===== src/hw/toie_map.svh =====
`ifndef TOIE_MAP_SVH
`define TOIE_MAP_SVH
// Instruction field positions.
`define TOIE_OPC_HI 15
`define TOIE_OPC_LO 12
`define TOIE_SREG_HI 11
`define TOIE_SREG_LO 8
`define TOIE_AD_BIT 7
`define TOIE_BW_BIT 6
`define TOIE_AS_HI 5
`define TOIE_AS_LO 4
`define TOIE_DREG_HI 3
`define TOIE_DREG_LO 0
// Special registers.
`define TOIE_REG_PC 4'h0
`define TOIE_REG_SR 4'h2
`define TOIE_REG_CG 4'h3
// Status register bit positions.
`define TOIE_SR_C 0
`define TOIE_SR_Z 1
`define TOIE_SR_N 2
`define TOIE_SR_V 8
// Reset value and address steps.
`define TOIE_PC_RESET 16'h0000
`define TOIE_WORD_STEP 16'h0002
`define TOIE_BYTE_STEP 16'h0001
`endif


===== src/hw/toie_pkg.sv =====
package toie_pkg;
  typedef enum logic [3:0] {
    toie_copy_op = 4'h4,
    toie_add_op = 4'h5,
    toie_add_carry_op = 4'h6,
    toie_subtract_carry_op = 4'h7,
    toie_sub_op = 4'h8,
    toie_compare_op = 4'h9,
    toie_decimal_add_op = 4'ha,
    toie_bit_test_op = 4'hb,
    toie_bit_clear_op = 4'hc,
    toie_bit_set_op = 4'hd,
    toie_xor_op = 4'he,
    toie_and_op = 4'hf
  } toie_op_t;
  typedef enum logic [1:0] {
    toie_fmt_double,
    toie_fmt_single,
    toie_fmt_jump,
    toie_fmt_bad
  } toie_fmt_t;
endpackage


===== src/hw/toie_alu.sv =====
`timescale 1ns/1ps
`default_nettype none
`include "toie_map.svh"
module toie_alu
  import toie_pkg::*;
(
  // Operation select.
  input wire logic [3:0] opc_in,
  input wire logic byte_in,
  // Operands.
  input wire logic [15:0] src_in,
  input wire logic [15:0] dst_in,
  input wire logic [15:0] sr_in,
  // Results.
  output logic [15:0] res_out,
  output logic [15:0] sr_out,
  output logic write_out
);
  logic [16:0] sum;
  logic [15:0] r;
  logic [3:0] dig;
  logic dc;
  logic cy;
  logic msb;
  logic smsb;
  logic dmsb;
  logic arith;
  logic logic_op;
  logic [15:0] b;
  logic cin;
  logic [4:0] t;
  always_comb begin
    sum = 17'h00000;
    r = dst_in;
    dig = 4'h0;
    dc = 1'b0;
    cy = 1'b0;
    arith = 1'b0;
    logic_op = 1'b0;
    b = src_in;
    cin = 1'b0;
    t = 5'h00;
    write_out = 1'b1;
    sr_out = sr_in;
    case (opc_in)
      toie_copy_op: r = src_in; // RULE10
      toie_add_op, toie_add_carry_op,
      toie_sub_op, toie_subtract_carry_op, toie_compare_op: begin
        arith = 1'b1;
        if (opc_in == toie_sub_op || opc_in == toie_compare_op ||
            opc_in == toie_subtract_carry_op) begin
          b = ~src_in; // RULE13 RULE14
        end
        if (opc_in == toie_add_op) begin
          cin = 1'b0; // RULE11
        end else if (opc_in == toie_sub_op || opc_in == toie_compare_op) begin
          cin = 1'b1; // RULE13
        end else begin
          cin = sr_in[`TOIE_SR_C]; // RULE12 RULE14
        end
        if (byte_in) begin
          sum = {8'h00, {1'b0, dst_in[7:0]} + {1'b0, b[7:0]} + {8'h00, cin}};
          cy = sum[8];
        end else begin
          sum = {1'b0, dst_in} + {1'b0, b} + {16'h0000, cin};
          cy = sum[16];
        end
        r = sum[15:0];
        write_out = (opc_in != toie_compare_op); // RULE15
      end
      toie_decimal_add_op: begin
        dc = sr_in[`TOIE_SR_C];
        for (int i = 0; i < 4; i++) begin
          t = {1'b0, dst_in[i*4 +: 4]} + {1'b0, src_in[i*4 +: 4]} +
              {4'h0, dc}; // RULE24
          if (t > 5'h09) begin
            t = t + 5'h06;
            dc = 1'b1;
          end else begin
            dc = 1'b0;
          end
          r[i*4 +: 4] = t[3:0];
          if (byte_in && i == 1) begin
            cy = dc;
          end
        end
        if (!byte_in) begin
          cy = dc; // RULE16
        end
        arith = 1'b1;
      end
      toie_bit_test_op, toie_and_op: begin
        r = src_in & dst_in; // RULE17
        logic_op = 1'b1;
        write_out = (opc_in == toie_and_op); // RULE18
      end
      toie_bit_clear_op: r = ~src_in & dst_in; // RULE19
      toie_bit_set_op: r = src_in | dst_in; // RULE20
      toie_xor_op: begin
        r = src_in ^ dst_in; // RULE21
        logic_op = 1'b1;
      end
      default: write_out = 1'b0;
    endcase
    if (byte_in) begin
      r = {8'h00, r[7:0]}; // RULE23
    end
    msb = byte_in ? r[7] : r[15];
    smsb = byte_in ? b[7] : b[15];
    dmsb = byte_in ? dst_in[7] : dst_in[15];
    if (arith) begin
      sr_out[`TOIE_SR_C] = cy;
      sr_out[`TOIE_SR_N] = msb;
      sr_out[`TOIE_SR_Z] = (r == 16'h0000);
      sr_out[`TOIE_SR_V] = (opc_in == toie_decimal_add_op) ? 1'b0 :
                           (smsb == dmsb) && (msb != dmsb);
    end else if (logic_op) begin
      sr_out[`TOIE_SR_C] = (r != 16'h0000);
      sr_out[`TOIE_SR_N] = msb;
      sr_out[`TOIE_SR_Z] = (r == 16'h0000);
      sr_out[`TOIE_SR_V] = (opc_in == toie_xor_op) ?
                           (byte_in ? (src_in[7] & dst_in[7]) :
                           (src_in[15] & dst_in[15])) : 1'b0; // RULE17
    end
    res_out = r;
  end
endmodule
`default_nettype wire


===== src/hw/toie_core.sv =====
// Operation
// RULE1 - Twenty-seven core operations, each unique opcode; the core executes only the twelve double-operand ones
// RULE2 - Dispatch double, single and jump formats
// RULE3 - Size bit zero word, one byte
// RULE4 - Source and destination mode/register fields
// RULE5 - Immediate constant read through advancing PC
// RULE6 - Immediate instruction spans two or three words
// RULE7 - Generator constants consume no extension word
// RULE8 - Immediate mode only as source
// RULE9 - Writes issued to any destination address
// RULE10 - Copy leaves all flags unchanged
// RULE11 - Add updates all four flags
// RULE12 - Add with carry uses carry flag
// RULE13 - Subtract is dst plus inverted src plus one
// RULE14 - Subtract with carry uses carry flag
// RULE15 - Compare subtracts but does not write
// RULE16 - Decimal add stores BCD sum, flags
// RULE17 - AND clears overflow, sets other flags
// RULE18 - Bit test flags like AND, no write
// RULE19 - Bit clear keeps flags
// RULE20 - Bit set keeps flags
// RULE21 - Exclusive OR updates all four flags
// RULE22 - Autoincrement after fetch by one or two
// RULE23 - Byte flags from bit seven, upper cleared
// RULE24 - Decimal add corrects digits with carry
`timescale 1ns/1ps
`default_nettype none
`include "toie_map.svh"
module toie_core
  import toie_pkg::*;
(
  // Clock and reset.
  input wire logic sys_clk_in,
  input wire logic rst_in,
  // Memory bus.
  output logic [15:0] mem_addr_out,
  output logic [15:0] mem_wdata_out,
  output logic mem_rd_out,
  output logic mem_wr_out,
  output logic mem_byte_out,
  input wire logic [15:0] mem_rdata_in,
  input wire logic mem_ready_in,
  // Status.
  output logic [15:0] pc_out,
  output logic [15:0] sr_out,
  output logic [15:0] insn_out,
  output logic [1:0] fmt_out,
  output logic other_fmt_out,
  output logic illegal_out,
  output logic busy_out
);
  typedef enum logic [2:0] {
    toie_st_fetch,
    toie_st_src,
    toie_st_dext,
    toie_st_dread,
    toie_st_exec,
    toie_st_write
  } toie_state_t;

  typedef struct packed {
    toie_state_t st;
    logic [15:0] pc;
    logic [15:0][15:0] regs;
    logic [15:0] ir;
    logic [15:0] src;
    logic [15:0] dst;
    logic [15:0] daddr;
    logic [15:0] waddr;
    logic [15:0] wdata;
    logic rd;
    logic wr;
    logic wbyte;
    logic other;
    logic illegal;
    logic [1:0] fmt;
  } toie_state_s_t;

  toie_state_s_t s;
  toie_state_s_t next_s;
  logic [15:0] alu_res;
  logic [15:0] alu_sr;
  logic alu_wr;

  // ******************************
  // Decode helpers
  // ******************************
  function automatic logic [1:0] fmt_of(input logic [15:0] w);
    if (w[15:12] >= 4'h4) begin
      return toie_fmt_double; // RULE2
    end else if (w[15:13] == 3'b001) begin
      return toie_fmt_jump;
    end else if (w[15:10] == 6'b000100) begin
      return toie_fmt_single;
    end
    return toie_fmt_bad;
  endfunction

  // Returns 1 with the value when the generator supplies the constant.
  function automatic logic [16:0] const_gen(input logic [3:0] r,
                                            input logic [1:0] m);
    if (r == `TOIE_REG_CG) begin
      case (m) // RULE7
        2'b00: return {1'b1, 16'h0000};
        2'b01: return {1'b1, 16'h0001};
        2'b10: return {1'b1, 16'h0002};
        default: return {1'b1, 16'hffff};
      endcase
    end else if (r == `TOIE_REG_SR && m[1]) begin
      return {1'b1, m[0] ? 16'h0008 : 16'h0004};
    end
    return {1'b0, 16'h0000};
  endfunction

  function automatic logic [15:0] rd_reg(input toie_state_s_t x,
                                         input logic [3:0] r);
    return (r == `TOIE_REG_PC) ? x.pc : x.regs[r];
  endfunction

  // ******************************
  // Operand fields
  // ******************************
  logic [3:0] sreg;
  logic [3:0] dreg;
  logic [1:0] src_mode_field;
  logic dst_mode;
  logic byte_op;
  logic [16:0] cg;
  assign sreg = s.ir[`TOIE_SREG_HI:`TOIE_SREG_LO]; // RULE4
  assign dreg = s.ir[`TOIE_DREG_HI:`TOIE_DREG_LO];
  assign src_mode_field = s.ir[`TOIE_AS_HI:`TOIE_AS_LO];
  assign dst_mode = s.ir[`TOIE_AD_BIT];
  assign byte_op = s.ir[`TOIE_BW_BIT]; // RULE3
  assign cg = const_gen(sreg, src_mode_field);

  toie_alu u_alu (
    .opc_in(s.ir[`TOIE_OPC_HI:`TOIE_OPC_LO]),
    .byte_in(byte_op),
    .src_in(s.src),
    .dst_in(s.dst),
    .sr_in(s.regs[`TOIE_REG_SR]),
    .res_out(alu_res),
    .sr_out(alu_sr),
    .write_out(alu_wr)
  );

  // ******************************
  // Sequencer
  // ******************************
  always_comb begin
    next_s = s;
    next_s.rd = 1'b0;
    next_s.wr = 1'b0;
    case (s.st)
      toie_st_fetch: begin
        next_s.rd = 1'b1;
        if (s.rd && mem_ready_in) begin
          next_s.rd = 1'b0;
          next_s.ir = mem_rdata_in;
          next_s.pc = s.pc + `TOIE_WORD_STEP;
          next_s.fmt = fmt_of(mem_rdata_in);
          next_s.other = (fmt_of(mem_rdata_in) != toie_fmt_double);
          next_s.illegal = (fmt_of(mem_rdata_in) == toie_fmt_bad);
          if (fmt_of(mem_rdata_in) == toie_fmt_double) begin
            next_s.st = toie_st_src; // RULE1
          end
        end
      end
      toie_st_src: begin
        if (cg[16]) begin
          next_s.src = cg[15:0]; // RULE7
          next_s.st = toie_st_dext;
        end else if (src_mode_field == 2'b00) begin
          next_s.src = rd_reg(s, sreg);
          next_s.st = toie_st_dext;
        end else begin
          // Immediate is @PC+; the PC step happens after the fetch.
          next_s.rd = 1'b1;
          if (s.rd && mem_ready_in) begin
            next_s.rd = 1'b0;
            next_s.src = mem_rdata_in; // RULE5
            next_s.st = toie_st_dext;
            if (src_mode_field[1]) begin
              if (sreg == `TOIE_REG_PC) begin
                next_s.pc = s.pc + `TOIE_WORD_STEP; // RULE5 RULE6
              end else if (src_mode_field[0]) begin
                next_s.regs[sreg] = s.regs[sreg] + (byte_op ?
                  `TOIE_BYTE_STEP : `TOIE_WORD_STEP); // RULE22
              end
            end
          end
        end
      end
      toie_st_dext: begin
        // Destination mode is one bit, so immediate cannot arise here.
        if (!dst_mode) begin
          next_s.dst = rd_reg(s, dreg); // RULE8
          next_s.st = toie_st_exec;
        end else begin
          next_s.rd = 1'b1;
          if (s.rd && mem_ready_in) begin
            next_s.rd = 1'b0;
            next_s.pc = s.pc + `TOIE_WORD_STEP; // RULE6
            next_s.daddr = mem_rdata_in + ((dreg == `TOIE_REG_SR) ?
              16'h0000 : rd_reg(s, dreg));
            next_s.st = toie_st_dread;
          end
        end
      end
      toie_st_dread: begin
        next_s.rd = 1'b1;
        if (s.rd && mem_ready_in) begin
          next_s.rd = 1'b0;
          next_s.dst = byte_op ? (s.daddr[0] ? {8'h00, mem_rdata_in[15:8]} :
            {8'h00, mem_rdata_in[7:0]}) : mem_rdata_in;
          next_s.st = toie_st_exec;
        end
      end
      toie_st_exec: begin
        next_s.regs[`TOIE_REG_SR] = alu_sr;
        next_s.st = toie_st_fetch;
        if (alu_wr) begin
          if (dst_mode) begin
            next_s.waddr = s.daddr;
            next_s.wdata = (byte_op && s.daddr[0]) ?
              {alu_res[7:0], 8'h00} : alu_res;
            next_s.wbyte = byte_op;
            next_s.wr = 1'b1;
            next_s.st = toie_st_write; // RULE9
          end else if (dreg == `TOIE_REG_PC) begin
            next_s.pc = alu_res;
          end else if (dreg != `TOIE_REG_CG) begin
            next_s.regs[dreg] = alu_res; // RULE23
          end
        end
      end
      toie_st_write: begin
        // No fault path: a read-only target simply ignores the data.
        next_s.wr = 1'b1;
        if (s.wr && mem_ready_in) begin
          next_s.wr = 1'b0;
          next_s.st = toie_st_fetch; // RULE9
        end
      end
      default: next_s.st = toie_st_fetch;
    endcase
  end

  always_ff @(posedge sys_clk_in or posedge rst_in) begin
    if (rst_in) begin
      s <= '0;
      s.pc <= `TOIE_PC_RESET;
      s.st <= toie_st_fetch;
    end else begin
      s <= next_s;
    end
  end

  // ******************************
  // Outputs
  // ******************************
  always_comb begin
    case (s.st)
      // Indirect and immediate sources read through their register.
      toie_st_src: mem_addr_out = rd_reg(s, sreg); // RULE5
      toie_st_dread: mem_addr_out = s.daddr;
      toie_st_write: mem_addr_out = s.waddr; // RULE9
      default: mem_addr_out = s.pc;
    endcase
  end
  assign mem_wdata_out = s.wdata;
  assign mem_rd_out = s.rd;
  assign mem_wr_out = s.wr;
  assign mem_byte_out = s.wbyte & s.wr;
  assign pc_out = s.pc;
  assign sr_out = s.regs[`TOIE_REG_SR];
  assign insn_out = s.ir;
  assign fmt_out = s.fmt;
  assign other_fmt_out = s.other;
  assign illegal_out = s.illegal;
  assign busy_out = (s.st != toie_st_fetch);
endmodule
`default_nettype wire


===== config.mk =====
export PLATFORM = sky130hd
export DESIGN_NAME = toie_core
export DESIGN_NICKNAME = d
export VERILOG_FILES = /design/src/hw/toie_pkg.sv /design/src/hw/toie_alu.sv /design/src/hw/toie_core.sv
export VERILOG_INCLUDE_DIRS = /design/src /design/src/hw
export SDC_FILE = /design/constraint.sdc
export NUM_CORES = 2
export LEC_CHECK = 0
export BUFFER_PORTS_ARGS = -buffer_cell sky130_fd_sc_hd__buf_2
export CORE_MARGIN = 2
export CORE_UTILIZATION = 59
export CTS_BUF_LIST = sky130_fd_sc_hd__clkbuf_2 sky130_fd_sc_hd__clkbuf_4 sky130_fd_sc_hd__clkbuf_8
export CTS_CLUSTER_DIAMETER = 200
export CTS_CLUSTER_SIZE = 28
export DETAILED_ROUTE_END_ITERATION = 12
export PLACE_DENSITY_LB_ADDON = 0.12
export REMOVE_ABC_BUFFERS = 1
export SYNTH_ARGS = -nofsm -noshare
export SYNTH_HDL_FRONTEND = slang
export SYNTH_SLANG_ARGS = --single-unit

===== constraint.sdc =====
create_clock -name sys_clk_in -period 13.4 [get_ports sys_clk_in]
set_input_delay 2.68 -clock sys_clk_in [delete_from_list [all_inputs] [get_ports sys_clk_in]]
set_output_delay 2.68 -clock sys_clk_in [all_outputs]
set_load 0.05 [all_outputs]

After elaboration in Yosys (flattened, before gate mapping)
Cells that the tools add are included.
{"block": "classes", "order_cmp": 9, "shift": 0, "bitwise_logic": 8, "n_reduce_logical": 37, "add_sub_neg": 19, "div_mod_pow": 0, "n_mul": 0, "n_eq_ne": 50, "n_mux": 112}
{"cell": "$mux W272", "n": 4}
{"cell": "$mux W256", "n": 4}
{"cell": "$mux W275", "n": 2}
{"cell": "$bwmux W256", "n": 2}
{"cell": "$pmux W256 S2", "n": 1}
{"cell": "$mux W16", "n": 22}
{"cell": "$bmux W16 S4", "n": 2}
{"cell": "$demux W16 S4", "n": 2}
{"cell": "$pmux W16 S7", "n": 1}
{"cell": "$pmux W16 S3", "n": 2}
{"cell": "$pmux W16 S4", "n": 1}
{"cell": "$mux W17", "n": 3}
{"cell": "$mux W19", "n": 2}
{"cell": "$ne A2 B2 Y1 const B", "n": 19}
{"cell": "$mux W1", "n": 34}
{"cell": "$and A16 B16 Y16", "n": 2}
{"cell": "$eq A4 B4 Y1 const B", "n": 8}
{"cell": "$pmux W16 S2", "n": 1}
{"cell": "$mux W3", "n": 9}
{"cell": "$add A4 B4 Y5", "n": 4}
{"cell": "$add A5 B1 Y5", "n": 4}
{"cell": "$gt A5 B4 Y1 const B", "n": 4}
{"cell": "$mux W4", "n": 5}
{"cell": "$mux W2", "n": 9}
{"cell": "other kinds (52)", "n": 88}
{"block": "totals", "romBits": 0, "inputBits": 19, "ff_bits": 378, "ram_bits": 0, "out_inout_bits": 88, "latchBits": 0, "elab_cells": 266, "memories": 0}

Logic depth before layout (Yosys ltp)
{"block": "depth", "word_depth": 29, "mapped_depth": 32, "depth_no_buf": 31}

Hierarchy
A second synthesis with hierarchy kept.
{"block": "unflattened", "cells_unflattened": 3207, "area_unflattened_um2": 28614.9}
{"mod": "toie_core", "cells_each": 2657, "area_each_um2": 24830.1, "instances": 1}
{"mod": "toie_alu", "cells_each": 550, "area_each_um2": 3784.9, "instances": 1}

Worst setup path before layout
OpenSTA, ideal clock, no wires.
{"block": "synth_timing", "path_type": "reg2reg", "startpoint": "reg s, in the netlist sr_out[0]", "endpoint": "reg s, in the netlist sr_out[0]", "setup_time_ns": 0.121, "path_buffers": 0, "arrival_time_ns": 6.986, "stages_incl_launch_ff": 30, "path_slack_ns": 6.294, "path_cell_list": "dfrtp_1 fa_1 fa_1 xnor2_1 nand2_1 a21oi_1 fa_1 inv_1 fa_1 xnor2_1 and2_1 o31a_1 fa_1 inv_1 fa_1 inv_1 nand2_1 a21oi_1 fa_1 inv_1 fa_1 xnor2_1 ha_1 a22o_1 nor4_1 or3_1 o31ai_1 nand3_1 nand4b_1 a22o_1"}
{"block": "synth_via", "elab_chain_len": 26, "elab_cells_between_ends": 53, "classes_between": "add/sub (11); order compare (4); mux (37); reduce/logical (1)"}
{"item": "start: declaration", "line": "toie_core.sv:79", "source": "toie_state_s_t s;"}
{"item": "start signal: assignment", "line": "toie_core.sv:255", "source": "s <= next_s;"}
{"item": "$add A5 B1 Y5", "line": "toie_alu.sv:74", "source": "t = {1'b0, dst_in[i*4 +: 4]} + {1'b0, src_in[i*4 +: 4]} +"}
{"item": "$gt A5 B4 Y1", "line": "toie_alu.sv:76", "source": "if (t > 5'h09) begin"}
{"item": "$mux W1", "line": "toie_alu.sv:76"}
{"item": "$mux W1", "line": "toie_alu.sv:45", "source": "case (opc_in)"}
{"item": "$add A5 B1 Y5", "line": "toie_alu.sv:74"}
{"item": "$gt A5 B4 Y1", "line": "toie_alu.sv:76"}
{"item": "$mux W1", "line": "toie_alu.sv:76"}
{"item": "$mux W1", "line": "toie_alu.sv:45"}
{"item": "[... 10 more ...]"}
{"item": "$mux W3", "line": "toie_alu.sv:117", "source": "end else if (logic_op) begin"}
{"item": "$mux W3", "line": "toie_alu.sv:111", "source": "if (arith) begin"}
{"item": "$bwmux W256", "line": "toie_core.sv:233", "source": "next_s.regs[dreg] = alu_res;"}
{"item": "$mux W256", "line": "toie_core.sv:232", "source": "end else if (dreg != `TOIE_REG_CG) begin"}
{"item": "$mux W256", "line": "toie_core.sv:230", "source": "end else if (dreg == `TOIE_REG_PC) begin"}
{"item": "$mux W272", "line": "toie_core.sv:223", "source": "if (dst_mode) begin"}
{"item": "$mux W275", "line": "toie_core.sv:222", "source": "if (alu_wr) begin"}
{"item": "$pmux W256 S2 (*)", "line": "toie_core.sv:154", "source": "case (s.st)"}
Mark *: on every way between the ends. The rest lies on a longest branch, timed or not. The select of a mux whose other input is x is not followed.
A chain may end at the register's enable or synchronous reset.

Worst setup path after layout
{"block": "layout_timing", "startpoint": "reg s, in the netlist sr_out[0]", "endpoint": "reg s[277] (netlist name)"}
{"block": "layout_via", "elab_chain_len": 23, "elab_cells_between_ends": 39, "classes_between": "add/sub (7); order compare (4); mux (28)"}
{"item": "$add A5 B1 Y5", "line": "toie_alu.sv:74"}
{"item": "$gt A5 B4 Y1", "line": "toie_alu.sv:76"}
{"item": "$mux W1", "line": "toie_alu.sv:76"}
{"item": "$mux W1", "line": "toie_alu.sv:45"}
{"item": "$add A5 B1 Y5", "line": "toie_alu.sv:74"}
{"item": "$gt A5 B4 Y1", "line": "toie_alu.sv:76"}
{"item": "$mux W1", "line": "toie_alu.sv:76"}
{"item": "$mux W1", "line": "toie_alu.sv:45"}
{"item": "[... 7 more ...]"}
{"item": "$pmux W16 S7", "line": "toie_alu.sv:45"}
{"item": "$mux W16", "line": "toie_alu.sv:105", "source": "if (byte_in) begin"}
{"item": "$bwmux W256", "line": "toie_core.sv:233"}
{"item": "$mux W256", "line": "toie_core.sv:232"}
{"item": "$mux W256", "line": "toie_core.sv:230"}
{"item": "$mux W272", "line": "toie_core.sv:223"}
{"item": "$mux W275", "line": "toie_core.sv:222"}
{"item": "$pmux W256 S2 (*)", "line": "toie_core.sv:154"}
Marks and branches as above.

==> impl_metrics.yaml <==
timing:
  setup-tns-final_ps: 0
  fmax_ghz: 0.1121
  final_hold_viol_count: 0
  setup_viol: 0
  worst_pin_slew_ps: 1383
  maxSlewViolCount: 0
  rsz0062_at_grt: "no"
  slew_headroom_pct: 7.311
  finalCritPeriodShare_pct: 66.59
  worst_clock_skew_ps: 47.54
  finalCriticalPeriod_ps: 8923
  worst_slack_ps: 4477
die:
  io_pins: 107
  core.rowCount: 77
  core_mm2: 0.04441
  dieArea_mm2: 0.04700
  fp.dieH_um: 216.8
  die_x_um: 216.8
  initial_core_util_pct: 60.15
setup_path:
  required_ps: 13970
  r2r_end: "s[277]$_DFFE_PP0P_"
  max_stage_delay_ps: 590
  crit_path_start_kind: "flip-flop"
  crit_type: "reg -> reg"
  r2r_start: "sr_out[0]$_DFFE_PP0P_"
  arrival_ps: 9490
  rr_worst_depth: 30
  path_common_cell: "fa_1"
  r2r_slack_ps: 4480
  crit_path_end_kind: "flip-flop"
  critPathSlowestCell: "fa_1"
  cp_max_fo: 11
cells_and_area:
  area_growth_pct: 2.576
  fin_cells: 3391
  drive_gt1_share_pct: 16.16
  layout.nets: 2892
  design_area_mm2: 0.02740
cts:
  cts_max_path_buffers: 3
  cts-root-buf: "clkbuf_8"
  clock_sinks: 378
  clkTransAtPathRegs_ps: 190
  cts_max_level: 1
  cts_tree: "yes"
  postCtsResizedCells: 0
  cts-buffers-inserted: 17
  hold_buffers: 0
  cts_setup_buffers: 0
  clk_latency_ps: 660
routing:
  routed_wl_um: 100900
  firstDrtPassIters: 7
  wl_per_cell_um: 29.76
  routed_via_density: 7.261
  drtIter0Drc: 3720
  post-route-drc-count: 0
  vias: 24620
  ant_nets: 0
pwr:
  comb_power_share_pct: 66.1
  power_switching_mw: 3.752
  power.density_mw_per_mm2: 238.0
  clockPowerShare_pct: 7.7
  p_int_mw: 2.769
  leakagePower_nw: 11.10
  irDropWorstVdd_mv: 0.1831
  switching_share_pct: 57.54
  seqPwrFrac_pct: 26.2
  total_power_mw: 6.521
grt:
  grt_max_degree: 112
  grt_overflow_total: 0
  grt_usage_pct: 42.83
  grt_pass1_wl_um: 150100
  grt_pass1_vias: 23480
  antenna_found_initial: 3
synth:
  ys_warn_count: 0
  netlist_area_mm2: 0.02671
  synth.avg_cell_area_um2: 9.130
  async_reset_ff_share_pct: 100.0
  synth.distinct_cells: 94
  synth_top_flop_cell: "dfrtp_1"
  syn_inst: 2926
  ys_seq_elements: 378
  ys_seq_area_share_pct: 35.41
  synth_edf_count: 0
place:
  hpwlAfterDp_um: 70290
  pre_cts_ws_ps: 4758
  port_buffers: 106
  place_area_mm2: 0.02713
  place.gp.congestion: 0.9914
  dp_cells: 3369
min_path:
  min_to: "s[109]$_DFFE_PP0P_"
  hold_path.startpoint: "s[109]$_DFFE_PP0P_"
  min_path_cells: 0
  hp-class: "reg -> reg"
run:
  maxCapViolations: 0
run_status:
  status: "completed"
critical path: cells and delay by family, from the launching register on:
family | cells | cell delay, ps
adders and majority gates | 9 | 3350
AOI/OAI and AO/OA | 7 | 2000
and+or+nand+nor | 6 | 1430
xor gates and xnor gates | 3 | 1160
DFF | 1 | 540
buffers and inverters | 4 | 250
muxes | 1 | 100
synthesized netlist by cell type (all sizes together), types with 8 or more instances:
cell type	count	share of area, %
o31ai	13	0.37
o21a	8	0.22
buf	132	3.4
a211oi	9	0.25
o211ai	15	0.42
or3	13	0.30
a22oi	122	3.5
nor4	15	0.37
nor3	47	0.88
mux2i	44	1.6
dfrtp	378	35
nor2	269	3.8
a31oi	30	0.70
o2bb2ai	8	0.26
o22a	30	0.98
xnor2	36	1.2
or2	8	0.20
nor2b	19	0.47
nand3	36	0.69
a221oi	18	0.61
nand2b	38	0.89
nand4	16	0.40
and3	12	0.28
o22ai	26	0.63
clkbuf	183	2.6
a32oi	11	0.36
a21oi	145	2.7
fa	12	0.90
xor2	16	0.55
a21o	13	0.37
o21ai	348	6.5
inv	63	0.89
nand2	397	5.6
a2bb2oi	15	0.49
ha	65	3.0
mux4	144	12
and2	18	0.42
mux2	53	2.2
cell families after synthesis:
group	Yosys count	synth area share, %
flops	378	35.41
fa+ha+maj	77	3.944
compound gates	883	20.87
xor+xnor	52	1.761
mux	241	16.02
buf+inv	380	6.843
simple gates	915	15.15
state kept, by name, indices dropped and copies added, names as in the netlist:
signal,count
pc_out,16
s,308
mem_rd_out,1
insn_out,16
fmt_out,2
illegal_out,1
mem_wr_out,1
other_fmt_out,1
mem_wdata_out,16
sr_out,16
routing by layer:
layer | track usage (%) | part of all wire (%) | up-vias
met5 | 0 | 0.033 | -
met4 | 25.00 | 7.2 | 6
met3 | 10.92 | 12 | 443
met2 | 63.79 | 43 | 1854
met1 | 57.09 | 37 | 11950
li1 | - | - | 10370
power by group through the flow:
stage	clock (mW)	sequential (mW)	combinational, mW
floorplan	0	1.97	2.41
global placement	0	1.70	4.09
detailed placement	0	1.71	4.15
CTS	0.498	1.69	4.17
global route	0.533	1.73	4.55
finish	0.502	1.71	4.31
worst max-delay path by stage:
stage                           from                     end  depth (start not counted)  slack, ps
2_1_floorplan                 rst_in  fmt_out[0]$_DFFE_PP0P_                          1        220
3_3_place_gp   sr_out[0]$_DFFE_PP0P_      s[212]$_DFFE_PP0P_                         29       5140
4_1_cts        sr_out[0]$_DFFE_PP0P_      s[244]$_DFFE_PP0P_                         29       4670
6_report       sr_out[0]$_DFFE_PP0P_      s[277]$_DFFE_PP0P_                         30       4480
5_1_grt        sr_out[0]$_DFFE_PP0P_      s[196]$_DFFE_PP0P_                         29       4040
3_5_place_dp   sr_out[0]$_DFFE_PP0P_      s[244]$_DFFE_PP0P_                         29       4760
layout make-up:
class | instances | area (um^2)
fillers | 3854 | 17010
inverters | 65 | 251.5
well taps | 592 | 740.7
clock buffers | 18 | 241.5
clock inverters | 2 | 23.77
diodes | 2 | 5.005
repair buffers | 166 | 980.9
flip-flops and latches | 378 | 9477
multi-input cells | 2168 | 15680
layout by cell type, fill, tap and decap left out, types with 60 or more instances in the layout:
| cell type | n |
|---|---|
| nand2_1 | 397 |
| ha_1 | 65 |
| dfrtp_1 | 372 |
| a22oi_1 | 116 |
| nor2_1 | 266 |
| buf_2 | 106 |
| o21ai_0 | 178 |
| inv_1 | 61 |
| a21oi_1 | 144 |
| mux4_2 | 144 |
| o21ai_1 | 167 |
| buf_4 | 60 |
stage by stage:
stage	hold slack [ps]	util, %
2_1_floorplan	349.4	-
3_3_place_gp	360.4	61.09
3_5_place_dp	363.5	61.09
4_1_cts	399.9	61.69
5_1_grt	407.5	61.69
6_report	394.2	61.70
No activity file was read; power rests on OpenSTA's default activity.
